==> src/alm_regs.svh <==
`ifndef ALM_REGS_SVH
`define ALM_REGS_SVH

// ----------------------------------------
// Register indices (byte address = index * 4)
// ----------------------------------------
`define ALM_IDX_BOOST 8'h0d
`define ALM_IDX_SRC_ONE 8'h0e
`define ALM_IDX_SRC_TWO 8'h0f
`define ALM_IDX_INT_STATUS 8'h10
`define ALM_IDX_INT_MASK 8'h11
`define ALM_IDX_MEAS_ONE 8'h12
`define ALM_IDX_MEAS_TWO 8'h13
`define ALM_IDX_LIVE 8'h14

// ----------------------------------------
// Reset values
// ----------------------------------------
`define ALM_BOOST_RST 8'h00
`define ALM_SRC_RST 8'h00
`define ALM_INT_RST 4'h0

// ----------------------------------------
// Field positions
// ----------------------------------------
`define ALM_BOOST_ONE_BIT 0
`define ALM_BOOST_TWO_BIT 1
`define ALM_WIN_ONE_LSB 2
`define ALM_WIN_TWO_LSB 5
`define ALM_TMR_EN_BIT 0
`define ALM_SRC_LSB 1
`define ALM_SRC_WMASK 8'h1f
`define ALM_INT_PIN_LSB 0
`define ALM_INT_TMR_LSB 2
`define ALM_LIVE_FAN_BIT 2

// ----------------------------------------
// Window encoding and timing
// ----------------------------------------
`define ALM_WIN_MAX 3'h5
`define ALM_BASE_WIN_MS 250
`define ALM_CLK_PERIOD_NS 100
`define ALM_NS_PER_MS 1000000

`endif

==> src/alm_pkg.sv <==
package alm_pkg;

	typedef enum logic [1:0] {
		ALM_T_IDLE = 2'h0,
		ALM_T_RUN = 2'h1,
		ALM_T_DONE = 2'h3
	} alm_tmr_state_t;

	typedef logic [2:0] alm_win_t;
	typedef logic [31:0] alm_meas_t;

endpackage

==> src/alm_tmr_if.sv <==
`timescale 1ns/1ps
`default_nettype none

interface alm_tmr_if;
	logic en;
	alm_pkg::alm_win_t win_sel;
	logic asserted;
	logic done;
	alm_pkg::alm_meas_t meas;

	modport ctl (output en, output win_sel, output asserted, input done, input meas);
	modport tmr (input en, input win_sel, input asserted, output done, output meas);
endinterface

`default_nettype wire

==> src/alm_ctrl.sv <==
// Operation
// While an alarm pin is asserted and its boost bit is 0 all fans go to full PWM; a 1 leaves fans alone.
// With its enable bit 0 set, the first pin's timer measures over a window chosen by a 3-bit code, 0.25 s doubling to 8 s at 101.
// The second pin's timer has its own enable bit 0 and its own 3-bit window field, codes 110 and 111 meaning 8 s.
// The first pin is driven low whenever any source enabled by bits 1 to 4 exceeds its first-pin limit.
// The second pin is driven low whenever any source enabled by bits 1 to 4 exceeds its second-pin limit.
// Bits 7 to 5 of both source registers read zero and ignore writes.
`timescale 1ns/1ps
`default_nettype none
`include "alm_regs.svh"

module alm_ctrl #(
	parameter int unsigned BASE_WIN_CYCLES =
		`ALM_BASE_WIN_MS * (`ALM_NS_PER_MS / `ALM_CLK_PERIOD_NS)
) (
	input wire logic pclk,
	input wire logic presetn,
	input wire logic psel,
	input wire logic penable,
	input wire logic pwrite,
	input wire logic [7:0] paddr,
	input wire logic [31:0] pwdata,
	input wire logic [3:0] pstrb,
	output logic pready,
	output logic [31:0] prdata,
	output logic pslverr,
	input wire logic [3:0] over_one_limit,
	input wire logic [3:0] over_two_limit,
	output logic alarm_pin_one_n,
	output logic alarm_pin_one_oe,
	output logic alarm_pin_two_n,
	output logic alarm_pin_two_oe,
	output logic fan_full_speed,
	output logic irq
);

	// ----------------------------------------
	// Byte addresses
	// ----------------------------------------
	localparam logic [7:0] ADDR_BOOST = 8'(`ALM_IDX_BOOST * 4);
	localparam logic [7:0] ADDR_SRC_ONE = 8'(`ALM_IDX_SRC_ONE * 4);
	localparam logic [7:0] ADDR_SRC_TWO = 8'(`ALM_IDX_SRC_TWO * 4);
	localparam logic [7:0] ADDR_INT_STATUS = 8'(`ALM_IDX_INT_STATUS * 4);
	localparam logic [7:0] ADDR_INT_MASK = 8'(`ALM_IDX_INT_MASK * 4);
	localparam logic [7:0] ADDR_MEAS_ONE = 8'(`ALM_IDX_MEAS_ONE * 4);
	localparam logic [7:0] ADDR_MEAS_TWO = 8'(`ALM_IDX_MEAS_TWO * 4);
	localparam logic [7:0] ADDR_LIVE = 8'(`ALM_IDX_LIVE * 4);

	// ----------------------------------------
	// Declarations
	// ----------------------------------------
	logic [7:0] boost_cfg;
	logic [7:0] src_cfg [2];
	logic [3:0] int_status;
	logic [3:0] int_mask;
	logic [3:0] over_limit [2];
	logic [1:0] pin_on;
	logic [1:0] next_pin_on;
	logic [1:0] boost_dis;
	logic [1:0] tmr_done;
	logic [31:0] tmr_meas [2];
	logic [3:0] int_set;
	logic [3:0] next_int_status;
	logic acc_first;
	logic acc_done;
	logic wr_en;
	logic wr_lane0;
	logic addr_ok;
	logic [31:0] rd_mux;
	logic wr_boost;
	logic [1:0] wr_src;
	logic wr_int_status;
	logic wr_int_mask;
	genvar g;

	alm_tmr_if tif[2] ();

	assign over_limit[0] = over_one_limit;
	assign over_limit[1] = over_two_limit;
	assign boost_dis[0] = boost_cfg[`ALM_BOOST_ONE_BIT];
	assign boost_dis[1] = boost_cfg[`ALM_BOOST_TWO_BIT];

	// ----------------------------------------
	// APB handshake
	// ----------------------------------------
	// One wait state: data is looked up on the first access cycle and
	// a write commits only on the edge where pready is seen high
	assign acc_first = psel && penable && !pready;
	assign acc_done = psel && penable && pready;
	assign wr_lane0 = pstrb[0];
	assign wr_en = acc_done && pwrite && wr_lane0;

	always_comb begin
		case (paddr)
			ADDR_BOOST,
			ADDR_SRC_ONE,
			ADDR_SRC_TWO,
			ADDR_INT_STATUS,
			ADDR_INT_MASK,
			ADDR_MEAS_ONE,
			ADDR_MEAS_TWO,
			ADDR_LIVE: begin
				addr_ok = 1'b1;
			end
			default: begin
				addr_ok = 1'b0;
			end
		endcase
	end

	always_ff @(posedge pclk or negedge presetn) begin
		if (!presetn) begin
			pready <= 1'b0;
			pslverr <= 1'b0;
		end else begin
			pready <= acc_first;
			pslverr <= acc_first && !addr_ok;
		end
	end

	// ----------------------------------------
	// Write decode
	// ----------------------------------------
	// Each register tests one strobe, so an address slip shows in one place
	always_comb begin
		wr_boost = 1'b0;
		wr_src = 2'h0;
		wr_int_status = 1'b0;
		wr_int_mask = 1'b0;
		if (wr_en) begin
			case (paddr)
				ADDR_BOOST: begin
					wr_boost = 1'b1;
				end
				ADDR_SRC_ONE: begin
					wr_src[0] = 1'b1;
				end
				ADDR_SRC_TWO: begin
					wr_src[1] = 1'b1;
				end
				ADDR_INT_STATUS: begin
					wr_int_status = 1'b1;
				end
				ADDR_INT_MASK: begin
					wr_int_mask = 1'b1;
				end
				default: begin
					wr_boost = 1'b0;
				end
			endcase
		end
	end

	// ----------------------------------------
	// Read data
	// ----------------------------------------
	always_comb begin
		case (paddr)
			ADDR_BOOST: begin
				rd_mux = {24'h0, boost_cfg};
			end
			ADDR_SRC_ONE: begin
				rd_mux = {24'h0, src_cfg[0] & `ALM_SRC_WMASK};
			end
			ADDR_SRC_TWO: begin
				rd_mux = {24'h0, src_cfg[1] & `ALM_SRC_WMASK};
			end
			ADDR_INT_STATUS: begin
				rd_mux = {28'h0, int_status};
			end
			ADDR_INT_MASK: begin
				rd_mux = {28'h0, int_mask};
			end
			ADDR_MEAS_ONE: begin
				rd_mux = tmr_meas[0];
			end
			ADDR_MEAS_TWO: begin
				rd_mux = tmr_meas[1];
			end
			ADDR_LIVE: begin
				rd_mux = {29'h0, fan_full_speed, pin_on};
			end
			default: begin
				rd_mux = 32'h0;
			end
		endcase
	end

	always_ff @(posedge pclk or negedge presetn) begin
		if (!presetn) begin
			prdata <= 32'h0;
		end else if (acc_first && !pwrite) begin
			prdata <= rd_mux;
		end else if (acc_done) begin
			prdata <= 32'h0;
		end
	end

	// ----------------------------------------
	// Boost and window register
	// ----------------------------------------
	always_ff @(posedge pclk or negedge presetn) begin
		if (!presetn) begin
			boost_cfg <= `ALM_BOOST_RST;
		end else if (wr_boost) begin
			boost_cfg <= pwdata[7:0];
		end
	end

	// ----------------------------------------
	// Source registers
	// ----------------------------------------
	// Upper bits are never stored, so they cannot steer anything
	always_ff @(posedge pclk or negedge presetn) begin
		if (!presetn) begin
			src_cfg[0] <= `ALM_SRC_RST;
			src_cfg[1] <= `ALM_SRC_RST;
		end else begin
			if (wr_src[0]) begin
				src_cfg[0] <= pwdata[7:0] & `ALM_SRC_WMASK;
			end
			if (wr_src[1]) begin
				src_cfg[1] <= pwdata[7:0] & `ALM_SRC_WMASK;
			end
		end
	end

	// ----------------------------------------
	// Alarm pins
	// ----------------------------------------
	// Limit flags come from the conversion logic on this same clock,
	// so they are used without synchronisers
	generate
		for (g = 0; g < 2; g++) begin : gen_pin
			always_comb begin
				next_pin_on[g] = |(over_limit[g] & src_cfg[g][`ALM_SRC_LSB +: 4]);
			end
		end
	endgenerate

	always_ff @(posedge pclk or negedge presetn) begin
		if (!presetn) begin
			pin_on <= 2'h0;
			alarm_pin_one_n <= 1'b1;
			alarm_pin_one_oe <= 1'b0;
			alarm_pin_two_n <= 1'b1;
			alarm_pin_two_oe <= 1'b0;
		end else begin
			// Driver enable and low level move together, so the line never floats low
			pin_on <= next_pin_on;
			alarm_pin_one_n <= !next_pin_on[0];
			alarm_pin_one_oe <= next_pin_on[0];
			alarm_pin_two_n <= !next_pin_on[1];
			alarm_pin_two_oe <= next_pin_on[1];
		end
	end

	// ----------------------------------------
	// Fan boost
	// ----------------------------------------
	// Follows the next pin state so the fans change on the same edge
	// as the pin itself
	always_ff @(posedge pclk or negedge presetn) begin
		if (!presetn) begin
			fan_full_speed <= 1'b0;
		end else begin
			fan_full_speed <= |(next_pin_on & ~boost_dis);
		end
	end

	// ----------------------------------------
	// Assertion timers
	// ----------------------------------------
	assign tif[0].en = src_cfg[0][`ALM_TMR_EN_BIT];
	assign tif[0].win_sel = boost_cfg[`ALM_WIN_ONE_LSB +: 3];
	assign tif[0].asserted = pin_on[0];
	assign tif[1].en = src_cfg[1][`ALM_TMR_EN_BIT];
	assign tif[1].win_sel = boost_cfg[`ALM_WIN_TWO_LSB +: 3];
	assign tif[1].asserted = pin_on[1];

	generate
		for (g = 0; g < 2; g++) begin : gen_tmr
			alm_timer #(
				.BASE_WIN_CYCLES(BASE_WIN_CYCLES)
			) u_timer (
				.pclk(pclk),
				.presetn(presetn),
				.bus(tif[g])
			);
			assign tmr_done[g] = tif[g].done;
			assign tmr_meas[g] = tif[g].meas;
		end
	endgenerate

	// ----------------------------------------
	// Interrupts
	// ----------------------------------------
	// A new event in the clearing cycle survives: set wins over clear
	// Pin bits count only rises, so a held alarm raises one pin event
	assign int_set = {tmr_done, next_pin_on & ~pin_on};

	generate
		for (g = 0; g < 4; g++) begin : gen_int
			always_comb begin
				if (int_set[g]) begin
					next_int_status[g] = 1'b1;
				end else if (wr_int_status && pwdata[g]) begin
					next_int_status[g] = 1'b0;
				end else begin
					next_int_status[g] = int_status[g];
				end
			end
		end
	endgenerate

	always_ff @(posedge pclk or negedge presetn) begin
		if (!presetn) begin
			int_status <= `ALM_INT_RST;
		end else begin
			int_status <= next_int_status;
		end
	end

	always_ff @(posedge pclk or negedge presetn) begin
		if (!presetn) begin
			int_mask <= `ALM_INT_RST;
		end else if (wr_int_mask) begin
			int_mask <= pwdata[3:0];
		end
	end

	always_ff @(posedge pclk or negedge presetn) begin
		if (!presetn) begin
			irq <= 1'b0;
		end else begin
			irq <= |(next_int_status & int_mask);
		end
	end

endmodule

`default_nettype wire

==> src/alm_timer.sv <==
`timescale 1ns/1ps
`default_nettype none
`include "alm_regs.svh"

module alm_timer #(
	parameter int unsigned BASE_WIN_CYCLES = 2500000
) (
	input wire logic pclk,
	input wire logic presetn,
	alm_tmr_if.tmr bus
);

	alm_pkg::alm_tmr_state_t state;
	alm_pkg::alm_meas_t win_len;
	alm_pkg::alm_meas_t win_cnt;
	alm_pkg::alm_meas_t hi_cnt;
	alm_pkg::alm_win_t sel_clamped;

	// Codes above the largest step all give the longest window
	always_comb begin
		sel_clamped = (bus.win_sel > `ALM_WIN_MAX) ? `ALM_WIN_MAX : bus.win_sel;
	end

	// ----------------------------------------
	// Window sequencer
	// ----------------------------------------
	// Window length is latched at each start so a mid-window change
	// cannot cut a measurement short
	always_ff @(posedge pclk or negedge presetn) begin
		if (!presetn) begin
			state <= alm_pkg::ALM_T_IDLE;
			win_len <= 32'h0;
			win_cnt <= 32'h0;
			hi_cnt <= 32'h0;
		end else if (!bus.en) begin
			state <= alm_pkg::ALM_T_IDLE;
			win_cnt <= 32'h0;
			hi_cnt <= 32'h0;
		end else begin
			case (state)
				alm_pkg::ALM_T_IDLE: begin
					win_len <= 32'(BASE_WIN_CYCLES) << sel_clamped;
					win_cnt <= 32'h1;
					hi_cnt <= bus.asserted ? 32'h1 : 32'h0;
					state <= alm_pkg::ALM_T_RUN;
				end
				alm_pkg::ALM_T_RUN: begin
					win_cnt <= win_cnt + 32'h1;
					if (bus.asserted) begin
						hi_cnt <= hi_cnt + 32'h1;
					end
					if (win_cnt >= win_len - 32'h1) begin
						state <= alm_pkg::ALM_T_DONE;
					end
				end
				alm_pkg::ALM_T_DONE: begin
					state <= alm_pkg::ALM_T_IDLE;
				end
				default: begin
					state <= alm_pkg::ALM_T_IDLE;
				end
			endcase
		end
	end

	// ----------------------------------------
	// Result
	// ----------------------------------------
	always_ff @(posedge pclk or negedge presetn) begin
		if (!presetn) begin
			bus.meas <= 32'h0;
			bus.done <= 1'b0;
		end else begin
			bus.done <= 1'b0;
			if (bus.en && state == alm_pkg::ALM_T_DONE) begin
				bus.meas <= hi_cnt;
				bus.done <= 1'b1;
			end
		end
	end

endmodule

`default_nettype wire

==> config.mk <==
export PLATFORM = sky130hd
export DESIGN_NAME = alm_ctrl
export DESIGN_NICKNAME = d
export VERILOG_FILES = /design/src/alm_pkg.sv /design/src/alm_tmr_if.sv /design/src/alm_ctrl.sv /design/src/alm_timer.sv
export VERILOG_INCLUDE_DIRS = /design/src
export SDC_FILE = /design/constraint.sdc
export NUM_CORES = 1
export LEC_CHECK = 0
export BUFFER_PORTS_ARGS = -buffer_cell sky130_fd_sc_hd__buf_2
export CORE_ASPECT_RATIO = 2
export CORE_MARGIN = 2
export CORE_UTILIZATION = 40
export DETAILED_ROUTE_END_ITERATION = 16
export GPL_TIMING_DRIVEN = 1
export PLACE_DENSITY_LB_ADDON = 0.25
export SLEW_MARGIN = 20
export SYNTH_ARGS = -nofsm -noshare
export SYNTH_HDL_FRONTEND = slang
export SYNTH_SLANG_ARGS = --single-unit
==> constraint.sdc <==
create_clock -name pclk -period 3.15 [get_ports pclk]
set_input_delay 0.1575 -clock pclk [delete_from_list [all_inputs] [get_ports pclk]]
set_output_delay 0.1575 -clock pclk [all_outputs]
set_load 0.02 [all_outputs]
==> results.cfg <==
[route]
remaining_drc_errors = 0
drt_pre_antenna_iters = 5
detail-route-antenna-nets = 0
first_iter_violations = 589
routed-via-count = 13646
detail_route.vias_per_cell = 5.77
post_drt_wl_per_cell_um = 19.4
postRouteWirelength_um = 45900

[final_layout]
fin_cells = 2363
stdcell_area_mm2 = 0.0191
area.growth.synth_to_final_pct = 14.8
insertedDiodeCount = 0
fin_nets = 1930
drive_gt1_frac = 0.161

[setup_path]
critical-path-max-stage-delay_ns = 0.54
r2r_end = gen_tmr[0].u_timer.state[1]
worstSetupEndpointType = flop
r2r_start = gen_tmr[0].u_timer.win_len[19]
r2r_setup_slack_ns = -0.13
worstPathCellList = or4_4, or3_4, or4_4, buf_6, nor4_4, xnor2_1, ha_1, nand4_1, inv_1, a221o_1, a22oi_2, nand2_1
critical_path.max_fanout = 3
slowest_stage = sky130_fd_sc_hd__or4_4
path_class = flop to flop
cp_num_buf_inv = 2
critPathRequiredTime_ns = 3.62
critPathTopFamily = simple AND/OR/NAND/NOR gates
worst_path_most_repeated_cell = sky130_fd_sc_hd__or4_4
crit_path_start = gen_tmr[0].u_timer.win_len[19]
critPathLaunchType = flop
worst-endpoint-arrival_ns = 3.76
reg2reg_depth = 12

[power_and_ir_drop]
seq_power_share = 0.467
power_frac_clock = 0.444
ir_drop_mv = 0.460
netSwitchingFraction = 0.244
tot_pwr_mw = 8.59
internal_power_mw = 6.50
p_sw_mw = 2.09
pwr_density_cell_mw_per_mm2 = 450
pwr-share-comb = 0.089
power_leakage_nw = 8.71

[synthesis]
share_of_the_yosys_chip_area_belonging_to_registers = 0.467
cell_count_after_synthesis = 1709
avgSynthCellArea_um2 = 9.72
postSynthRegisterBits = 310
synth_edf_count = 0
synthFlopType = sky130_fd_sc_hd__dfrtp_1
syn-cell-area_mm2 = 0.0166
ys_async_sr_fraction = 1.00
distinct_cells_synth = 73
syn_nets = 1834
ys_warn_count = 0

[clocking]
cts_tree = yes
cts_inserted_buffers = 29
clkTransAtPathRegs_ns = 0.07
cts.sink_count = 310
buffer_levels_on_the_longest_clock_path = 3
htree_num_levels = 1
clock-root-buffer = sky130_fd_sc_hd__clkbuf_16
clock_insertion_delay_worst_skew_ns = 0.58

[floorplanning]
i_o_pin_total = 97
fp.dieW_um = 148
core_region_area_mm2 = 0.0410
fp.dieArea_mm2 = 0.0433
row_count = 105
start_util = 0.405
fp.dieH_um = 292

[timing]
finalSetupViolations = 1
post_route_setup_slack_ns = -0.134
totalNegativeSetupSlack_ns = -0.134
final_hold_viol_count = 0
final_period_minus_worst_setup_slack_ns = 3.28
final_critical_path_share_of_the_clock_period = 1.04
tightest_slew_ns = 0.802
worst_slew_margin_rel = 0.464
skew_ns = 0.0256
final_max_slew_viol_count = 0
grt_setup_unrepaired = yes
fmax_mhz = 304

[hold_path]
whs_endpoint = pslverr
holdCritPathClass = primary input to flop
hold_path_depth = 3
timing.hold.worst.start = paddr[1]

[grt]
track_usage = 0.214
global_route.overflow_total = 0
grt_pass1_wl_um = 74400
first_global_vias = 14062
initial_antenna_violation_count = 0
grt_max_degree = 86

[flow_run]
cap_violations = 0

[placed_design]
place.gp.congestion = 0.872
detailed_place.area_mm2 = 0.0179
dp_hpwl_um = 34400
dp_cells = 2292
io_buffer_count = 69

[outcome]
failed_checks = negative setup slack
status = complete, but fails checks
[layout by cell type (no fill, tap or decap), types with 6 or more instances in the layout]
cell / netlist / layout
sky130_fd_sc_hd__and4_1: 14 / 14
sky130_fd_sc_hd__a21oi_1: 51 / 51
sky130_fd_sc_hd__a31oi_1: 40 / 40
sky130_fd_sc_hd__nor2_1: 100 / 99
sky130_fd_sc_hd__dfrtp_1: 308 / 308
sky130_fd_sc_hd__nor4_1: 24 / 23
sky130_fd_sc_hd__a41oi_1: 14 / 14
sky130_fd_sc_hd__xnor2_1: 48 / 48
sky130_fd_sc_hd__or4_1: 24 / 23
sky130_fd_sc_hd__nor3_1: 37 / 36
sky130_fd_sc_hd__nand2b_1: 14 / 14
sky130_fd_sc_hd__a221o_1: 6 / 6
sky130_fd_sc_hd__ha_1: 68 / 68
sky130_fd_sc_hd__nand2_1: 195 / 195
sky130_fd_sc_hd__o211ai_1: 20 / 20
sky130_fd_sc_hd__nand4_1: 53 / 53
sky130_fd_sc_hd__nor2b_1: 10 / 10
sky130_fd_sc_hd__xor2_1: 31 / 31
sky130_fd_sc_hd__dlygate4sd3_1: 0 / 16
sky130_fd_sc_hd__nand3_1: 74 / 74
sky130_fd_sc_hd__o21ai_0: 136 / 134
sky130_fd_sc_hd__mux2_2: 79 / 79
sky130_fd_sc_hd__and2_1: 12 / 12
sky130_fd_sc_hd__o31ai_1: 12 / 12
sky130_fd_sc_hd__or3_1: 11 / 11
sky130_fd_sc_hd__a22oi_1: 30 / 29
sky130_fd_sc_hd__mux2i_1: 8 / 8
sky130_fd_sc_hd__a21o_1: 18 / 18
sky130_fd_sc_hd__clkbuf_16: 0 / 29
sky130_fd_sc_hd__and3_1: 30 / 30
sky130_fd_sc_hd__buf_2: 5 / 68
sky130_fd_sc_hd__inv_1: 48 / 48
sky130_fd_sc_hd__a22o_1: 12 / 12
sky130_fd_sc_hd__o21a_1: 6 / 6
sky130_fd_sc_hd__buf_4: 1 / 65
[repair_timing]
action                                  CTS  global route
pin swaps                                 8             2
setup buffers                             1             0
hold buffers                             16             0
resized for setup                         3             6
endpoints found under the hold margin   113             0
endpoints found under the setup margin    1             2
[routing by layer]
layer	vias up	wire, um	global-route usage
met4	0	2500	0.110
met1	6769	16200	0.216
met2	266	25900	0.423
li1	6491	-	-
met5	-	0	0
met3	120	1290	0.0206
[state kept, by name, indices dropped and copies added, names as in the netlist, 4 cells and up]
name,flops
gen_tmr.u_timer.state,4
src_cfg,10
int_status,4
gen_tmr.u_timer.hi_cnt,64
gen_tmr.u_timer.bus.meas,64
gen_tmr.u_timer.win_cnt,64
prdata,32
int_mask,4
gen_tmr.u_timer.win_len,46
boost_cfg,8
[synth_stat cells (10+ instances only)]
| cell | number | share of area |
|---|---|---|
| sky130_fd_sc_hd__nor2b_1 | 10 | 0.0038 |
| sky130_fd_sc_hd__xnor2_1 | 48 | 0.025 |
| sky130_fd_sc_hd__a31oi_1 | 40 | 0.015 |
| sky130_fd_sc_hd__nand4_1 | 53 | 0.020 |
| sky130_fd_sc_hd__or4_1 | 24 | 0.011 |
| sky130_fd_sc_hd__and3_1 | 30 | 0.011 |
| sky130_fd_sc_hd__nor4_1 | 24 | 0.0090 |
| sky130_fd_sc_hd__and2_1 | 12 | 0.0045 |
| sky130_fd_sc_hd__nor3_1 | 37 | 0.011 |
| sky130_fd_sc_hd__dfrtp_1 | 308 | 0.46 |
| sky130_fd_sc_hd__and4_1 | 14 | 0.0074 |
| sky130_fd_sc_hd__nand3_1 | 74 | 0.022 |
| sky130_fd_sc_hd__xor2_1 | 31 | 0.016 |
| sky130_fd_sc_hd__ha_1 | 68 | 0.051 |
| sky130_fd_sc_hd__nor2_1 | 100 | 0.023 |
| sky130_fd_sc_hd__a21oi_1 | 51 | 0.015 |
| sky130_fd_sc_hd__a22o_1 | 12 | 0.0063 |
| sky130_fd_sc_hd__a41oi_1 | 14 | 0.0074 |
| sky130_fd_sc_hd__inv_1 | 48 | 0.011 |
| sky130_fd_sc_hd__nand2_1 | 195 | 0.044 |
| sky130_fd_sc_hd__o21ai_0 | 136 | 0.041 |
| sky130_fd_sc_hd__o31ai_1 | 12 | 0.0054 |
| sky130_fd_sc_hd__a21o_1 | 18 | 0.0081 |
| sky130_fd_sc_hd__clkbuf_1 | 76 | 0.017 |
| sky130_fd_sc_hd__or3_1 | 11 | 0.0041 |
| sky130_fd_sc_hd__a22oi_1 | 30 | 0.014 |
| sky130_fd_sc_hd__o211ai_1 | 20 | 0.0090 |
| sky130_fd_sc_hd__nand2b_1 | 14 | 0.0053 |
| sky130_fd_sc_hd__mux2_2 | 79 | 0.054 |
[kinds of logic after synthesis]
family,Yosys count,synth area share
multiplexers,87,0.0583
flip-flops,310,0.467
XOR/XNOR,79,0.0416
AO/OA/AOI/OAI,394,0.153
AND/OR/NAND/NOR,634,0.198
buffers and inverters,137,0.0315
adder cells (fa/ha/maj),68,0.0512
[how the worst max path moves through the flow]
stage,endpoint,slack [ns],depth (start not counted)
2_1_floorplan,gen_tmr[0].u_timer.state[1],-0.04,11
3_3_place_gp,gen_tmr[0].u_timer.state[1],-0.13,11
3_5_place_dp,gen_tmr[0].u_timer.state[1],-0.16,11
4_1_cts,gen_tmr[0].u_timer.state[1],-0.12,11
5_1_grt,gen_tmr[0].u_timer.state[1],-0.23,12
6_report,gen_tmr[0].u_timer.state[1],-0.13,12
[through the flow]
| step | utilization | setup slack, ns | hold WS, ns |
|---|---|---|---|
| floorplan | - | -0.0425 | -0.138 |
| global placement | 0.436 | -0.133 | 0.215 |
| detailed placement | 0.436 | -0.158 | 0.214 |
| CTS | 0.465 | -0.124 | 0.0733 |
| global route | 0.465 | -0.233 | 0.104 |
| finish | 0.465 | -0.134 | 0.0985 |
[worst reg2reg max path, delay by kind of cell, from the launching register on]
family                     cells  cell delay, ns
AOI/OAI and AO/OA              2            0.53
xor gates and xnor gates       1            0.17
adders and majority gates      1            0.26
buffers and inverters          2            0.19
DFF                            1            0.38
and+or+nand+nor                6            1.63
[power groups by stage]
stage          clock network [mW]  logic, mW  registers [mW]
3_3_place_gp                    0      0.716            4.09
3_5_place_dp                    0      0.741            4.09
5_1_grt                      4.05      0.858            4.01
4_1_cts                      3.90      0.769            4.01
6_report                     3.81      0.763            4.01
2_1_floorplan                   0      0.439            4.09
[area by class of cell]
class / count / area (um^2)
Fill cell: 3978 / 21900
Clock buffer: 35 / 768
Tap cell: 535 / 669
Inverter: 48 / 180
Clock inverter: 19 / 250
Sequential cell: 310 / 7760
Timing Repair Buffer: 154 / 1070
Multi-Input combinational cell: 1262 / 8370
(Power assumes the default switching activity.)
